==> config.mk <==
export PLATFORM = sky130hd
export DESIGN_NAME = pfbs_top
export DESIGN_NICKNAME = d
export VERILOG_FILES = /design/src/pfbs_pkg.sv /design/src/pfbs_top.sv
export SDC_FILE = /design/constraint.sdc
export NUM_CORES = 1
export LEC_CHECK = 0
export BUFFER_PORTS_ARGS = -buffer_cell sky130_fd_sc_hd__buf_2
export CELL_PAD_IN_SITES_DETAIL_PLACEMENT = 0
export CELL_PAD_IN_SITES_GLOBAL_PLACEMENT = 1
export CORE_MARGIN = 1
export CORE_UTILIZATION = 45
export CTS_BUF_LIST = sky130_fd_sc_hd__clkbuf_16
export CTS_CLUSTER_SIZE = 25
export DETAILED_ROUTE_END_ITERATION = 6
export GPL_TIMING_DRIVEN = 1
export PLACE_DENSITY = 0.85
export SLEW_MARGIN = 25
export SYNTH_ARGS = -nofsm -noshare
export SYNTH_HDL_FRONTEND = slang
export SYNTH_SLANG_ARGS = --single-unit
==> constraint.sdc <==
create_clock -name core_clk_in -period 5.9 [get_ports core_clk_in]
set_input_delay 0.295 -clock core_clk_in [delete_from_list [all_inputs] [get_ports core_clk_in]]
set_output_delay 0.295 -clock core_clk_in [all_outputs]
set_load 0.005 [all_outputs]
==> src/pfbs_pkg.sv <==
// package: constants and types for the power flags and backup switch block
package pfbs_pkg;
   // core clock and timing
   localparam int unsigned CLK_HZ          = 100_000_000;
   localparam int unsigned SAMPLE_WIN_US   = 7800;            // backup sample window, microseconds
   localparam int unsigned SAMPLE_WIN_CYC  = SAMPLE_WIN_US * (CLK_HZ / 1_000_000);
   localparam int unsigned ONE_SEC_CYC     = CLK_HZ;          // one second of clock
   localparam int unsigned REL_DELAY_MS    = 100;             // reset release delay, milliseconds
   localparam int unsigned REL_DELAY_CYC   = REL_DELAY_MS * (CLK_HZ / 1000);
   localparam int unsigned OSC_TIMEOUT_US  = 100;             // osc edge absence means halted
   localparam int unsigned OSC_TIMEOUT_CYC = OSC_TIMEOUT_US * (CLK_HZ / 1_000_000);
   // register map (word indices on the register bus)
   localparam logic [3:0]  ADDR_CTRL2      = 4'hf;            // flag register index
   localparam logic [3:0]  ADDR_CTRL1      = 4'he;            // control register index
   localparam logic [3:0]  ADDR_ADJ        = 4'h7;            // clock adjustment register index
   localparam logic [3:0]  ADDR_IRQ_STAT   = 4'h8;
   localparam logic [3:0]  ADDR_IRQ_EN     = 4'h9;
   localparam logic [3:0]  ADDR_IRQ_CLR    = 4'ha;
   localparam logic [3:0]  ADDR_STATUS     = 4'hb;
   // field positions
   localparam int unsigned BIT_OSC_STOP    = 4;               // osc stopped in ctrl2
   localparam int unsigned BIT_POWER_ON    = 5;               // power on in ctrl2
   localparam int unsigned BIT_BLOW        = 6;               // backup low in ctrl2
   localparam int unsigned BIT_SWOFF       = 0;               // battery switch off in ctrl1
   // reset values
   localparam logic [7:0]  CTRL1_RST       = 8'h00;
   localparam logic [7:0]  ADJ_RST         = 8'h00;
   localparam logic [2:0]  IRQ_EN_RST      = 3'h0;
   // interrupt events
   localparam int unsigned EV_OSC          = 0;
   localparam int unsigned EV_BLOW         = 1;
   localparam int unsigned EV_MAIN         = 2;
   typedef enum logic [1:0] {
      PFBS_RST_HOLD = 2'b00,
      PFBS_RST_WAIT = 2'b01,
      PFBS_RST_RUN  = 2'b11
   } pfbs_rst_e;
   typedef struct packed {
      logic power_on_flag;
      logic osc_stopped_flag;
      logic backup_low_flag;
   } pfbs_flags_s;
endpackage : pfbs_pkg

==> src/pfbs_top.sv <==
// power flags, backup sampler, host reset and supply switch control
//
// Our own choices: the register offsets and register access over Avalon-MM.
`timescale 1ns/10ps
`default_nettype none
// Functional notes
// - power-on reset restores control and adjustment registers
// - osc halt sets stopped flag
// - stopped flag clears only on write zero
// - power-on flag forces backup-low flag
// - after collapse all three flags read one
// - backup result sits in bit six, Fh
// - main low drives reset, opens main switch
// - main high closes switch, delayed reset release
// - halted osc restarts release delay count
// - backup compared in 7.8 ms window per second
// - backup flag set stops further sampling
// - single backup threshold, no hysteresis
// - main valid connects main supply via switch
// - switch-off bit opens battery link when valid
// - main low: battery link closed regardless
module pfbs_top #(
   parameter int unsigned ONE_SEC   = pfbs_pkg::ONE_SEC_CYC,     // cycles per sample period
   parameter int unsigned REL_DELAY = pfbs_pkg::REL_DELAY_CYC,   // reset release delay cycles
   parameter int unsigned WIN_LEN   = pfbs_pkg::SAMPLE_WIN_CYC,  // sample window cycles
   parameter int unsigned OSC_TMO   = pfbs_pkg::OSC_TIMEOUT_CYC  // osc halt timeout cycles
) (
   input  wire logic        core_clk_in,              // 100 mhz clock
   input  wire logic        rst_n_in,                 // internal power-on reset, active low
   input  wire logic        osc_tick_in,              // crystal oscillator level, async
   input  wire logic        main_above_rise_in,       // main supply at or above rising threshold, async
   input  wire logic        main_below_fall_in,       // main supply at or below falling threshold, async
   input  wire logic        backup_below_thr_in,      // backup under backup_threshold, async
   input  wire logic [5:0]  avs_address_in,           // word address
   input  wire logic        avs_read_in,              // read strobe
   input  wire logic        avs_write_in,             // write strobe
   input  wire logic [31:0] avs_writedata_in,         // write data
   input  wire logic [3:0]  avs_byteenable_in,        // byte lanes
   output logic      [31:0] avs_readdata_out,         // read data
   output logic             avs_waitrequest_out,      // stall
   output logic             host_reset_out_n,         // host reset, active low
   output logic             main_supply_switch_out,   // main switch closed
   output logic             battery_link_switch_out,  // battery link closed
   output logic             backup_sense_en_out,      // backup comparator enable
   output logic             irq_out                   // level interrupt
);
   // refuse timing sets the counters cannot serve: the window must fit inside the period
   if (ONE_SEC <= WIN_LEN || WIN_LEN == 0 || REL_DELAY == 0 || OSC_TMO < 2) begin : g_bad_timing
      $error("pfbs_top: bad timing parameters");
   end

   // two-flop synchronisers for all asynchronous inputs
   logic [3:0] sync1_ff;
   logic [3:0] sync2_ff;
   always_ff @(posedge core_clk_in or negedge rst_n_in) begin
      if (!rst_n_in) begin
         sync1_ff <= 4'h0;
         sync2_ff <= 4'h0;
      end else begin
         sync1_ff <= {backup_below_thr_in, main_below_fall_in, main_above_rise_in, osc_tick_in};
         sync2_ff <= sync1_ff;
      end
   end
   logic osc_s, main_hi, main_lo, bak_lo;
   assign osc_s   = sync2_ff[0];
   assign main_hi = sync2_ff[1];
   assign main_lo = sync2_ff[2];
   assign bak_lo  = sync2_ff[3];

   // oscillator watchdog: no edge within the timeout means halted
   logic        osc_d_ff;
   logic [31:0] osc_cnt_ff;
   logic        osc_run_ff;
   logic        osc_edge;
   assign osc_edge = osc_s ^ osc_d_ff;
   always_ff @(posedge core_clk_in or negedge rst_n_in) begin
      if (!rst_n_in) begin
         osc_d_ff   <= 1'b0;
         osc_cnt_ff <= 32'h0;
         osc_run_ff <= 1'b0;
      end else begin
         osc_d_ff <= osc_s;
         if (osc_edge) begin
            osc_cnt_ff <= 32'h0;
            osc_run_ff <= 1'b1;
         end else if (osc_cnt_ff >= OSC_TMO - 1) begin
            osc_run_ff <= 1'b0;
         end else begin
            osc_cnt_ff <= osc_cnt_ff + 32'h1;
         end
      end
   end
   logic osc_halt_ev;
   logic osc_run_d_ff;
   always_ff @(posedge core_clk_in or negedge rst_n_in) begin
      if (!rst_n_in) osc_run_d_ff <= 1'b0;
      else           osc_run_d_ff <= osc_run_ff;
   end
   assign osc_halt_ev = osc_run_d_ff & ~osc_run_ff;

   // bus decode; one-cycle waitrequest then answer
   logic        ack_ff;
   logic        req;
   logic        wr_go;
   logic        rd_go;
   logic [3:0]  idx;
   assign req   = (avs_read_in | avs_write_in) & ~ack_ff;
   assign wr_go = avs_write_in & ack_ff;
   assign rd_go = avs_read_in & ack_ff;
   assign idx   = avs_address_in[3:0];
   always_ff @(posedge core_clk_in or negedge rst_n_in) begin
      if (!rst_n_in) ack_ff <= 1'b0;
      else           ack_ff <= req;
   end
   always_ff @(posedge core_clk_in or negedge rst_n_in) begin
      if (!rst_n_in) avs_waitrequest_out <= 1'b1;
      else           avs_waitrequest_out <= ~req;
   end

   function automatic logic hit(input logic [5:0] a, input logic [3:0] i);
      hit = (a == {2'b00, i});
   endfunction : hit

   // control register and adjustment register; restored by power-on reset
   logic [7:0] ctrl1_ff;
   logic [7:0] adj_ff;
   always_ff @(posedge core_clk_in or negedge rst_n_in) begin
      if (!rst_n_in) begin
         ctrl1_ff <= pfbs_pkg::CTRL1_RST;
         adj_ff   <= pfbs_pkg::ADJ_RST;
      end else if (wr_go && avs_byteenable_in[0]) begin
         if (hit(avs_address_in, pfbs_pkg::ADDR_CTRL1)) ctrl1_ff <= avs_writedata_in[7:0];
         if (hit(avs_address_in, pfbs_pkg::ADDR_ADJ))   adj_ff   <= avs_writedata_in[7:0];
      end
   end
   logic wr_flags;
   assign wr_flags = wr_go & avs_byteenable_in[0] & hit(avs_address_in, pfbs_pkg::ADDR_CTRL2);

   // backup sampling schedule: window at start of each second
   logic [31:0] sec_cnt_ff;
   logic        win_end;
   always_ff @(posedge core_clk_in or negedge rst_n_in) begin
      if (!rst_n_in) sec_cnt_ff <= 32'h0;
      else if (sec_cnt_ff >= ONE_SEC - 1) sec_cnt_ff <= 32'h0;
      else sec_cnt_ff <= sec_cnt_ff + 32'h1;
   end
   pfbs_pkg::pfbs_flags_s flags_ff;
   assign win_end = (sec_cnt_ff == WIN_LEN - 1) & ~flags_ff.backup_low_flag;
   // enable stands for exactly WIN_LEN cycles; the sample is taken in its next-to-last cycle
   always_ff @(posedge core_clk_in or negedge rst_n_in) begin
      if (!rst_n_in) backup_sense_en_out <= 1'b0;
      else backup_sense_en_out <= (sec_cnt_ff < WIN_LEN) & ~flags_ff.backup_low_flag;
   end

   // status flags; power-on reset leaves all three at one, a set beats a clear
   logic blow_set;
   assign blow_set = win_end & bak_lo;
   always_ff @(posedge core_clk_in or negedge rst_n_in) begin
      if (!rst_n_in) begin
         flags_ff <= '{power_on_flag: 1'b1, osc_stopped_flag: 1'b1, backup_low_flag: 1'b1};
      end else begin
         if (osc_halt_ev) flags_ff.osc_stopped_flag <= 1'b1;
         else if (wr_flags && !avs_writedata_in[pfbs_pkg::BIT_OSC_STOP])
            flags_ff.osc_stopped_flag <= 1'b0;
         if (wr_flags && !avs_writedata_in[pfbs_pkg::BIT_POWER_ON]) flags_ff.power_on_flag <= 1'b0;
         // backup flag cannot be cleared while power-on still marks the time data unreliable
         if (blow_set) flags_ff.backup_low_flag <= 1'b1;
         else if (wr_flags && !avs_writedata_in[pfbs_pkg::BIT_BLOW] && !flags_ff.power_on_flag)
            flags_ff.backup_low_flag <= 1'b0;
      end
   end

   // host reset release: delay counts only while supply valid and osc running
   pfbs_pkg::pfbs_rst_e rst_st_ff;
   logic [31:0]         rel_cnt_ff;
   always_ff @(posedge core_clk_in or negedge rst_n_in) begin
      if (!rst_n_in) begin
         rst_st_ff  <= pfbs_pkg::PFBS_RST_HOLD;
         rel_cnt_ff <= 32'h0;
      end else begin
         case (rst_st_ff)
            pfbs_pkg::PFBS_RST_HOLD: begin
               rel_cnt_ff <= 32'h0;
               if (main_hi && !main_lo) rst_st_ff <= pfbs_pkg::PFBS_RST_WAIT;
            end
            pfbs_pkg::PFBS_RST_WAIT: begin
               if (main_lo) rst_st_ff <= pfbs_pkg::PFBS_RST_HOLD;
               else if (!osc_run_ff) rel_cnt_ff <= 32'h0;
               else if (rel_cnt_ff >= REL_DELAY - 1) rst_st_ff <= pfbs_pkg::PFBS_RST_RUN;
               else rel_cnt_ff <= rel_cnt_ff + 32'h1;
            end
            pfbs_pkg::PFBS_RST_RUN: begin
               if (main_lo) rst_st_ff <= pfbs_pkg::PFBS_RST_HOLD;
            end
            default: rst_st_ff <= pfbs_pkg::PFBS_RST_HOLD;
         endcase
      end
   end
   always_ff @(posedge core_clk_in or negedge rst_n_in) begin
      if (!rst_n_in) host_reset_out_n <= 1'b0;
      else host_reset_out_n <= (rst_st_ff == pfbs_pkg::PFBS_RST_RUN) & ~main_lo;
   end

   // supply switches; main switch state tracks comparator, battery link closed unless told off
   logic main_ok_ff;
   always_ff @(posedge core_clk_in or negedge rst_n_in) begin
      if (!rst_n_in) main_ok_ff <= 1'b0;
      else if (main_lo) main_ok_ff <= 1'b0;
      else if (main_hi) main_ok_ff <= 1'b1;
   end
   always_ff @(posedge core_clk_in or negedge rst_n_in) begin
      if (!rst_n_in) begin
         main_supply_switch_out  <= 1'b0;
         battery_link_switch_out <= 1'b1;
      end else begin
         main_supply_switch_out  <= main_ok_ff & ~main_lo;
         // battery always linked while main is lost, so the core never floats
         battery_link_switch_out <= ~(main_ok_ff & ~main_lo & ctrl1_ff[pfbs_pkg::BIT_SWOFF]);
      end
   end

   // interrupts: sticky status, enable mask, write-one clear; set wins
   logic [2:0] irq_stat_ff;
   logic [2:0] irq_en_ff;
   logic [2:0] ev;
   logic [2:0] clr;
   logic       main_lo_d_ff;
   always_ff @(posedge core_clk_in or negedge rst_n_in) begin
      if (!rst_n_in) main_lo_d_ff <= 1'b0;
      else           main_lo_d_ff <= main_lo;
   end
   assign ev  = {main_lo & ~main_lo_d_ff, blow_set, osc_halt_ev};
   assign clr = (wr_go && avs_byteenable_in[0] && hit(avs_address_in, pfbs_pkg::ADDR_IRQ_CLR))
                ? avs_writedata_in[2:0] : 3'h0;
   always_ff @(posedge core_clk_in or negedge rst_n_in) begin
      if (!rst_n_in) begin
         irq_stat_ff <= 3'h0;
         irq_en_ff   <= pfbs_pkg::IRQ_EN_RST;
      end else begin
         irq_stat_ff <= ev | (irq_stat_ff & ~clr);
         if (wr_go && avs_byteenable_in[0] && hit(avs_address_in, pfbs_pkg::ADDR_IRQ_EN))
            irq_en_ff <= avs_writedata_in[2:0];
      end
   end
   always_ff @(posedge core_clk_in or negedge rst_n_in) begin
      if (!rst_n_in) irq_out <= 1'b0;
      else           irq_out <= |(irq_stat_ff & irq_en_ff);
   end

   // read mux; unmapped addresses read zero
   logic [31:0] rd_mux;
   always_comb begin
      rd_mux = 32'h0;
      if (hit(avs_address_in, pfbs_pkg::ADDR_CTRL2)) begin
         rd_mux[pfbs_pkg::BIT_BLOW]     = flags_ff.backup_low_flag;
         rd_mux[pfbs_pkg::BIT_POWER_ON] = flags_ff.power_on_flag;
         rd_mux[pfbs_pkg::BIT_OSC_STOP] = flags_ff.osc_stopped_flag;
      end else if (hit(avs_address_in, pfbs_pkg::ADDR_CTRL1)) rd_mux[7:0] = ctrl1_ff;
      else if (hit(avs_address_in, pfbs_pkg::ADDR_ADJ))      rd_mux[7:0] = adj_ff;
      else if (hit(avs_address_in, pfbs_pkg::ADDR_IRQ_STAT)) rd_mux[2:0] = irq_stat_ff;
      else if (hit(avs_address_in, pfbs_pkg::ADDR_IRQ_EN))   rd_mux[2:0] = irq_en_ff;
      else if (hit(avs_address_in, pfbs_pkg::ADDR_STATUS))
         rd_mux[3:0] = {osc_run_ff, main_ok_ff, host_reset_out_n, battery_link_switch_out};
   end
   always_ff @(posedge core_clk_in or negedge rst_n_in) begin
      if (!rst_n_in) avs_readdata_out <= 32'h0;
      else if (req && avs_read_in) avs_readdata_out <= rd_mux;
   end

   // assertions
   a_osc_halt_sets: assert property (@(posedge core_clk_in) disable iff (!rst_n_in)
      osc_halt_ev |=> flags_ff.osc_stopped_flag) else $error("osc halt did not set stopped flag");
   a_stopped_no_set: assert property (@(posedge core_clk_in) disable iff (!rst_n_in)
      !$past(flags_ff.osc_stopped_flag) && !$past(osc_halt_ev) |-> !flags_ff.osc_stopped_flag)
      else $error("stopped flag set without halt");
   a_power_on_forces_low: assert property (@(posedge core_clk_in) disable iff (!rst_n_in)
      flags_ff.power_on_flag |-> flags_ff.backup_low_flag) else $error("backup flag clear while power-on set");
   a_reset_on_main_low: assert property (@(posedge core_clk_in) disable iff (!rst_n_in)
      main_lo |=> !host_reset_out_n && !main_supply_switch_out) else $error("main low not handled");
   a_release_needs_delay: assert property (@(posedge core_clk_in) disable iff (!rst_n_in)
      $rose(host_reset_out_n) |-> $past(rst_st_ff) == pfbs_pkg::PFBS_RST_RUN) else $error("early release");
   a_halt_blocks_count: assert property (@(posedge core_clk_in) disable iff (!rst_n_in)
      rst_st_ff == pfbs_pkg::PFBS_RST_WAIT && !osc_run_ff && !main_lo |=> rel_cnt_ff == 32'h0)
      else $error("delay counted while osc halted");
   a_no_sample_when_low: assert property (@(posedge core_clk_in) disable iff (!rst_n_in)
      flags_ff.backup_low_flag ##1 flags_ff.backup_low_flag |-> !backup_sense_en_out)
      else $error("sampling while flag set");
   a_battery_when_low: assert property (@(posedge core_clk_in) disable iff (!rst_n_in)
      main_lo |=> battery_link_switch_out) else $error("battery link open while main low");
   // switch and sampler outputs follow their conditions one cycle later
   a_main_switch_on: assert property (@(posedge core_clk_in) disable iff (!rst_n_in)
      main_ok_ff && !main_lo |=> main_supply_switch_out) else $error("main switch open while supply valid");
   a_link_off_valid: assert property (@(posedge core_clk_in) disable iff (!rst_n_in)
      main_ok_ff && !main_lo && ctrl1_ff[pfbs_pkg::BIT_SWOFF] |=> !battery_link_switch_out)
      else $error("battery link closed despite switch-off");
   a_sample_sets_flag: assert property (@(posedge core_clk_in) disable iff (!rst_n_in)
      blow_set |=> flags_ff.backup_low_flag) else $error("low backup sample did not set flag");
endmodule : pfbs_top
`default_nettype wire

==> results of run 1 <==
-- path summary, 6_finish.rpt --
| path | end | cells past startpoint |
|---|---|---|
| min in group asynchronous | avs_readdata_out[5]$_DFFE_PN0P_ | 2 |
| max in group asynchronous | rel_cnt_ff[27]$_DFFE_PN0P_ | 3 |
| hold reg to reg | sync2_ff[0]$_DFF_PN0_ | 0 |
| setup reg to reg | osc_cnt_ff[12]$_DFFE_PN0P_ | 5 |
| hold / removal | adj_ff[3]$_DFFE_PN0P_ | 2 |
| setup / recovery | osc_cnt_ff[12]$_DFFE_PN0P_ | 5 |
-- flip-flops by register name (all words and copies together), names as in the netlist, 2 cells and up --
register,count
adj_ff,8
avs_readdata_out,8
ctrl1_ff,8
flags_ff,3
irq_en_ff,3
irq_stat_ff,3
osc_cnt_ff,32
rel_cnt_ff,32
rst_st_ff,2
sec_cnt_ff,32
sync1_ff,4
sync2_ff,4
-- critical path, stage by stage, from the launching register on --
cell	delay [ns]
dfrtp_1	0.39
or4_4	0.53
nor4_4	0.67
nand4_1	0.29
or3_1	0.39
a21oi_1	0.19
-- cells in the mapped netlist, drive strengths merged (14+ instances only) --
cell / count / area share [%]
nor2: 76 / 4.1
o21ai: 42 / 3.0
dfrtp: 146 / 53
and3: 16 / 1.5
xnor2: 14 / 1.8
a21oi: 15 / 1.1
nand4: 18 / 1.6
and2: 31 / 2.8
nand2: 54 / 3.0
mux2: 23 / 3.7
nor3: 14 / 1.1
nand3: 30 / 2.2
xor2: 22 / 2.8
buf: 34 / 3.3
-- cell type report --
type / count / area [um^2] / area share [%]
Timing Repair Buffer: 44 / 259.0 / 3.261
Clock buffer: 17 / 425.4 / 5.356
Inverter: 12 / 45.04 / 0.5671
Clock inverter: 15 / 224.0 / 2.820
Tap cell: 188 / 235.2 / 2.962
Multi-Input combinational cell: 487 / 2969 / 37.38
Sequential cell: 151 / 3785 / 47.65
-- metal layers --
metal	vias to the layer above	GRT usage [%]	routed length, um
met5	-	0	0
met4	0	7.158	208
met3	17	4.291	461
met2	115	29.15	6666
met1	2479	24.51	6194
li1	2379	-	-
-- logic make-up after synthesis --
group           after synthesis
buf+inv                      57
fa+ha+maj                     3
other cells                   1
compound gates              108
mux                          24
flops                       151
simple gates                287
xor+xnor                     36
-- metrics by stage --
stage               utilization, %  hold WS (ns)  cell area [um^2]
floorplan                        -    -0.0005911              7046
global placement             47.67        0.3335              7219
detailed placement           47.67        0.3396              7219
CTS                          52.28        0.1098              7919
global route                 52.44        0.1138              7943
finish                       52.44        0.1266              7943
-- timing repair --
item | in CTS | in global routing
gates resized for setup | 0 | 0
hold buffers | 5 | 0
hold endpoints to repair | 90 | 0
setup buffers | 0 | 0
-- power by group through the flow --
stage | logic, mW | registers (mW) | clock network (mW)
after global routing | 0.114 | 1.08 | 1.25
after detailed placement | 0.0967 | 1.09 | 0
after floorplan | 0.0632 | 1.09 | 0
final | 0.0985 | 1.07 | 1.18
after CTS | 0.100 | 1.07 | 1.21
after global placement | 0.0931 | 1.09 | 0
==> reports/qor.yml, run 1 <==
timing:
  fin_crit_ns: 2.546
  rsz0062_at_grt: "no"
  finalSetupViolations: 0
  finalHoldViolations: 0
  setup_slack_ns: 3.354
  max_clock_freq_mhz: 392.8
  setup-tns-final_ns: 0
  max_slew.worst_pin.slew_ns: 0.8535
  max-slew-margin-rel_pct: 42.57
  worst_clock_skew_ns: 0.008796
  drv_slew: 0
  finalCritPeriodShare_pct: 43.15
clocking:
  clk_pin_slew_ns: 0.06
  clockBufferDepth: 2
  cts-buffers-inserted: 17
  cts-htree-levels: 4
  cts_num_sinks: 151
  cts_tree: "done"
  clk_latency_ns: 0.42
  root_buffer: "clkbuf_16"
place:
  post-place-ws_ns: 3.406
  place.gp.congestion: 0.7748
  placed_cells: 877
  portBuffers: 36
  dp_hpwl_mm: 8.771
worst_setup_path:
  crit_start: "osc_cnt_ff[26]$_DFFE_PN0P_"
  end_kind: "flip-flop"
  critPathKind: "flip-flop to flip-flop"
  regToRegSetupSlack_ns: 3.35
  cp.required_ns: 6.23
  cp.arrival_ns: 2.87
  reg2reg_from: "osc_cnt_ff[26]$_DFFE_PN0P_"
  start_kind: "flip-flop"
  critPathMaxFanout: 13
final_layout:
  area_growth_pct: 14.44
  antenna_cells: 0
  drive_gt1_share_pct: 15.56
  final_common_cell: "dfrtp_1"
  final_nets: 766
  final_cell_mix: "146 x dfrtp_1, 76 x nor2_1, 53 x nand2_1"
  fillers: 1310
  stdcell_count: 914
route:
  wl_per_cell_um: 14.81
  drc: 0
  vias: 4990
  vias_per_cell: 5.460
  postRouteAntennaNets: 0
  drt_wl_total_mm: 13.53
  first_pass_iters: 5
  drt_iter0_markers: 300
yosys:
  synth-compound-area-share_pct: 10.28
  synthSimpleGateAreaFrac_pct: 21.63
  syn_area_um2: 6940
  yosys_most_used_dff: "dfrtp_1"
  postSynthCellCount: 667
  synth_top_family_by_area: "simple AND/OR/NAND/NOR gates"
  async_flop_share_pct: 100.0
  yosys.cell_types.count: 58
  synthAdderAreaFrac_pct: 0.5408
  synth_seq_cells: 151
  seq_area_frac_synth_pct: 54.53
  synth_mux_area_share_pct: 3.876
  synth_area_per_cell_um2: 10.41
  synth-edff-count: 0
  synth_xor_xnor_area_share_pct: 4.543
  ys_warn_count: 0
power:
  p_sw_share_pct: 21.61
  internal_power_mw: 1.845
  leakagePower_nw: 3.658
  p_comb_share_pct: 4.2
  pwr-share-seq_pct: 45.6
  power.total_mw: 2.353
  ir_drop_uv: 237.2
  p_sw_uw: 508.6
  clkPwrFrac_pct: 50.2
  p_per_area_nw_per_um2: 296.3
global_routing:
  grt_pass1_wl_mm: 23.38
  grt_pass1_vias: 4847
  grt_overflow: 0
  antenna_found_initial: 0
  track_usage_pct: 18.40
  grt_max_degree: 91
floorplanning:
  die-width_um: 126.2
  initial_core_util_pct: 45.82
  num_rows: 45
  pin_count: 88
  core_area_um2: 15150
  die_h_um: 126.2
  dieArea_um2: 15920
run_status:
  status: "finished, final reports clean"
hold_path:
  hp-class: "primary input to flip-flop"
  min_from: "avs_writedata_in[3]"
run:
  cap_violations: 0
Power figures use the tool's default switching activity.
==> inputs of run 2 (changes only) <==
- CORE_UTILIZATION: 45 -> 41
- PLACE_DENSITY: 0.85 -> 0.82
- clock period: 5.9 -> 2.3 ns (I/O delays scaled with it)
==> run 2 against run 1 <==
Cell count grew 6.9%. Maximum frequency grew 21%. Power grew 140%. Via count grew 1.3%. Setup slack lost 3.2 ns. Cell area grew 2.8%. Largest cell class unchanged. Largest power group is now registers.
==> reports/qor.yml, run 2 (synthesized netlist as in run 1, its figures left out) <==
floorplanning:
  die-width_um: 132.1  # +4.7%
  die_h_um: 132.1  # +4.7%
  initial_core_util_pct: 41.85  # -4.0 points
  pin_count: 88  # unchanged
  core_area_um2: 16580  # +9.5%
  num_rows: 47  # +4.4%
  dieArea_um2: 17450  # +9.6%
final_layout:
  final_nets: 797  # +4.0%
  drive_gt1_share_pct: 17.57  # +2.0 points
  final_cell_mix: "146 x dfrtp_1, 76 x nor2_1, 53 x nand2_1"
  fillers: 1500  # +15%
  regArea_um2: 3785  # unchanged
  antenna_cells: 0  # unchanged
  final_common_cell: "dfrtp_1"
  reg_top3: "osc_cnt_ff x32, rel_cnt_ff x32, sec_cnt_ff x32"
  multiInputGateArea_um2: 2975  # +0.21%
  area_growth_pct: 17.60
  design_area_um2: 8162  # +2.8%
timing:
  setup-tns-final_ns: 0  # unchanged
  finalHoldViolations: 0  # unchanged
  max_slew.worst_pin.slew_ns: 0.5741  # -0.2794 ns
  timing.hold.ws_ns: 0.01689  # -0.1097 ns
  fin_crit_ns: 2.098  # -0.4475 ns
  max-slew-margin-rel_pct: 61.21  # +19 points
  finalCritPeriodShare_pct: 91.23  # +48 points
  max_clock_freq_mhz: 476.6  # +21%
  drv_slew: 0  # unchanged
  worst_clock_skew_ns: 0.008639  # -0.0001572 ns
  finalSetupViolations: 0  # unchanged
global_routing:
  grt_pass1_vias: 5070  # +4.6%
  use_met1_pct: 22.01  # -2.5 points
  grt_overflow: 0  # unchanged
  met2_usage_pct: 28.10  # -1.1 points
  grt_util_met3_pct: 3.614  # -0.68 points
  grt_max_degree: 54  # -41%
  top_usage_layer: "met2"
  grt_pass1_wl_mm: 23.94  # +2.4%
  track_usage_pct: 17.00  # -1.4 points
  antenna_found_initial: 0  # unchanged
worst_setup_path:
  cp.required_ns: 2.59  # -3.64 ns
  crit_path_cell_trace: "ha_2 -> nand3_1 -> buf_4 -> or3_1 -> nor3_1 -> o21ai_0 -> o211ai_1 -> o41ai_2"
  cp_top_family: "simple AND/OR/NAND/NOR gates"
  start_kind: "flip-flop"
  end_kind: "flip-flop"
  critPathKind: "flip-flop to flip-flop"
  critPathMaxFanout: 4  # -9
  cp.arrival_ns: 2.39  # -0.48 ns
  regToRegSetupSlack_ns: 0.20  # -3.15 ns
  path_buf_inv: 1  # +1
  slowest_delay_ns: 0.39  # -0.28 ns
  crit_path_top_delay_cell: "dfrtp_1"
route:
  drc: 0  # unchanged
  wl_per_cell_um: 14.10  # -4.7%
  drt_iter0_markers: 331  # +10%
  vias_per_cell: 5.175  # -5.2%
  drt_wl_total_mm: 13.78  # +1.8%
  vias: 5056  # +1.3%
  postRouteAntennaNets: 0  # unchanged
  first_pass_iters: 5  # unchanged
run_status:
  status: "finished, final reports clean"
power:
  pwr-share-seq_pct: 49.2  # +3.6 points
  clkPwrFrac_pct: 45.6  # -4.6 points
  p_per_area_nw_per_um2: 685.4  # +130%
  p_sw_share_pct: 23.07  # +1.5 points
  p_comb_share_pct: 5.3  # +1.1 points
  power.total_mw: 5.594  # +140%
  leakagePower_nw: 3.743  # +2.3%
  p_sw_mw: 1.290  # +150%
  ir_drop_uv: 450.3  # +90%
  internal_power_mw: 4.303  # +130%
clocking:
  cts_tree: "done"
  cts-htree-levels: 4  # unchanged
  cts-buffers-inserted: 17  # unchanged
  root_buffer: "clkbuf_16"
  clockBufferDepth: 2  # unchanged
  clk_pin_slew_ns: 0.06  # about the same
  cts_num_sinks: 151  # unchanged
  clk_latency_ns: 0.42  # about the same
place:
  dp_hpwl_mm: 9.578  # +9.2%
  portBuffers: 36  # unchanged
  place.gp.congestion: 0.8263  # +6.6%
  place_area_um2: 7412  # +2.7%
hold_path:
  hp-class: "primary input to flip-flop"
run:
  cap_violations: 0  # unchanged
run 2: layout make-up:
class / count / area share [%]
Sequential cell: 151 / 46.37
Multi-Input combinational cell: 487 / 36.46
Inverter: 12 / 0.5519
Tap cell: 220 / 3.373
Timing Repair Buffer: 75 / 6.577
Clock inverter: 15 / 1.456
Clock buffer: 17 / 5.212
run 2: power by group through the flow:
stage / clock network (mW) / registers, mW / logic, mW
floorplan: 0 / 2.79 / 0.162
global placement: 0 / 2.79 / 0.257
detailed placement: 0 / 2.80 / 0.269
CTS: 2.61 / 2.75 / 0.287
global route: 2.72 / 2.76 / 0.333
finish: 2.55 / 2.75 / 0.294
run 2: through the flow:
stage / utilization, % / cells / setup slack [ns]
3_3_place_gp: 44.70 / 926 / 0.09674
2_1_floorplan: - / 695 / 0.3505
6_report: 49.22 / 977 / 0.2018
4_1_cts: 48.76 / 971 / 0.02668
5_1_grt: 49.22 / 977 / -0.02472
3_5_place_dp: 44.70 / 926 / 0.06619
run 2: repair_timing:
action | CTS | global route
setup buffers | 0 | 6
setup endpoints to repair | 0 | 18
resized for setup | 0 | 5
hold endpoints to repair | 74 | 0
hold buffers | 13 | 0
run 2: worst register-to-register path: cells and delay by family (launching register included):
kind	cells	cell delay, ns
AOI/OAI and AO/OA	3	0.43
adders and majority gates	1	0.22
and+or+nand+nor	3	0.77
buffers and inverters	1	0.15
DFF	1	0.39
run 2: per-layer routing:
layer	vias up	wire, um
li1	2447	-
met1	2483	6335
met3	16	490
met4	0	174
met5	-	0
met2	110	6777
run 2: worst paths after layout:
check	cells past startpoint	to	from
setup reg to reg	8	rel_cnt_ff[22]$_DFFE_PN0P_	rel_cnt_ff[0]$_DFFE_PN0P_
setup / recovery	8	rel_cnt_ff[22]$_DFFE_PN0P_	rel_cnt_ff[0]$_DFFE_PN0P_
max in group asynchronous	3	osc_cnt_ff[13]$_DFFE_PN0P_	rst_n_in
hold / removal	3	avs_waitrequest_out$_DFF_PN1_	avs_read_in
min in group asynchronous	2	avs_readdata_out[3]$_DFFE_PN0P_	rst_n_in
hold reg to reg	0	sync2_ff[3]$_DFF_PN0_	sync1_ff[3]$_DFF_PN0_
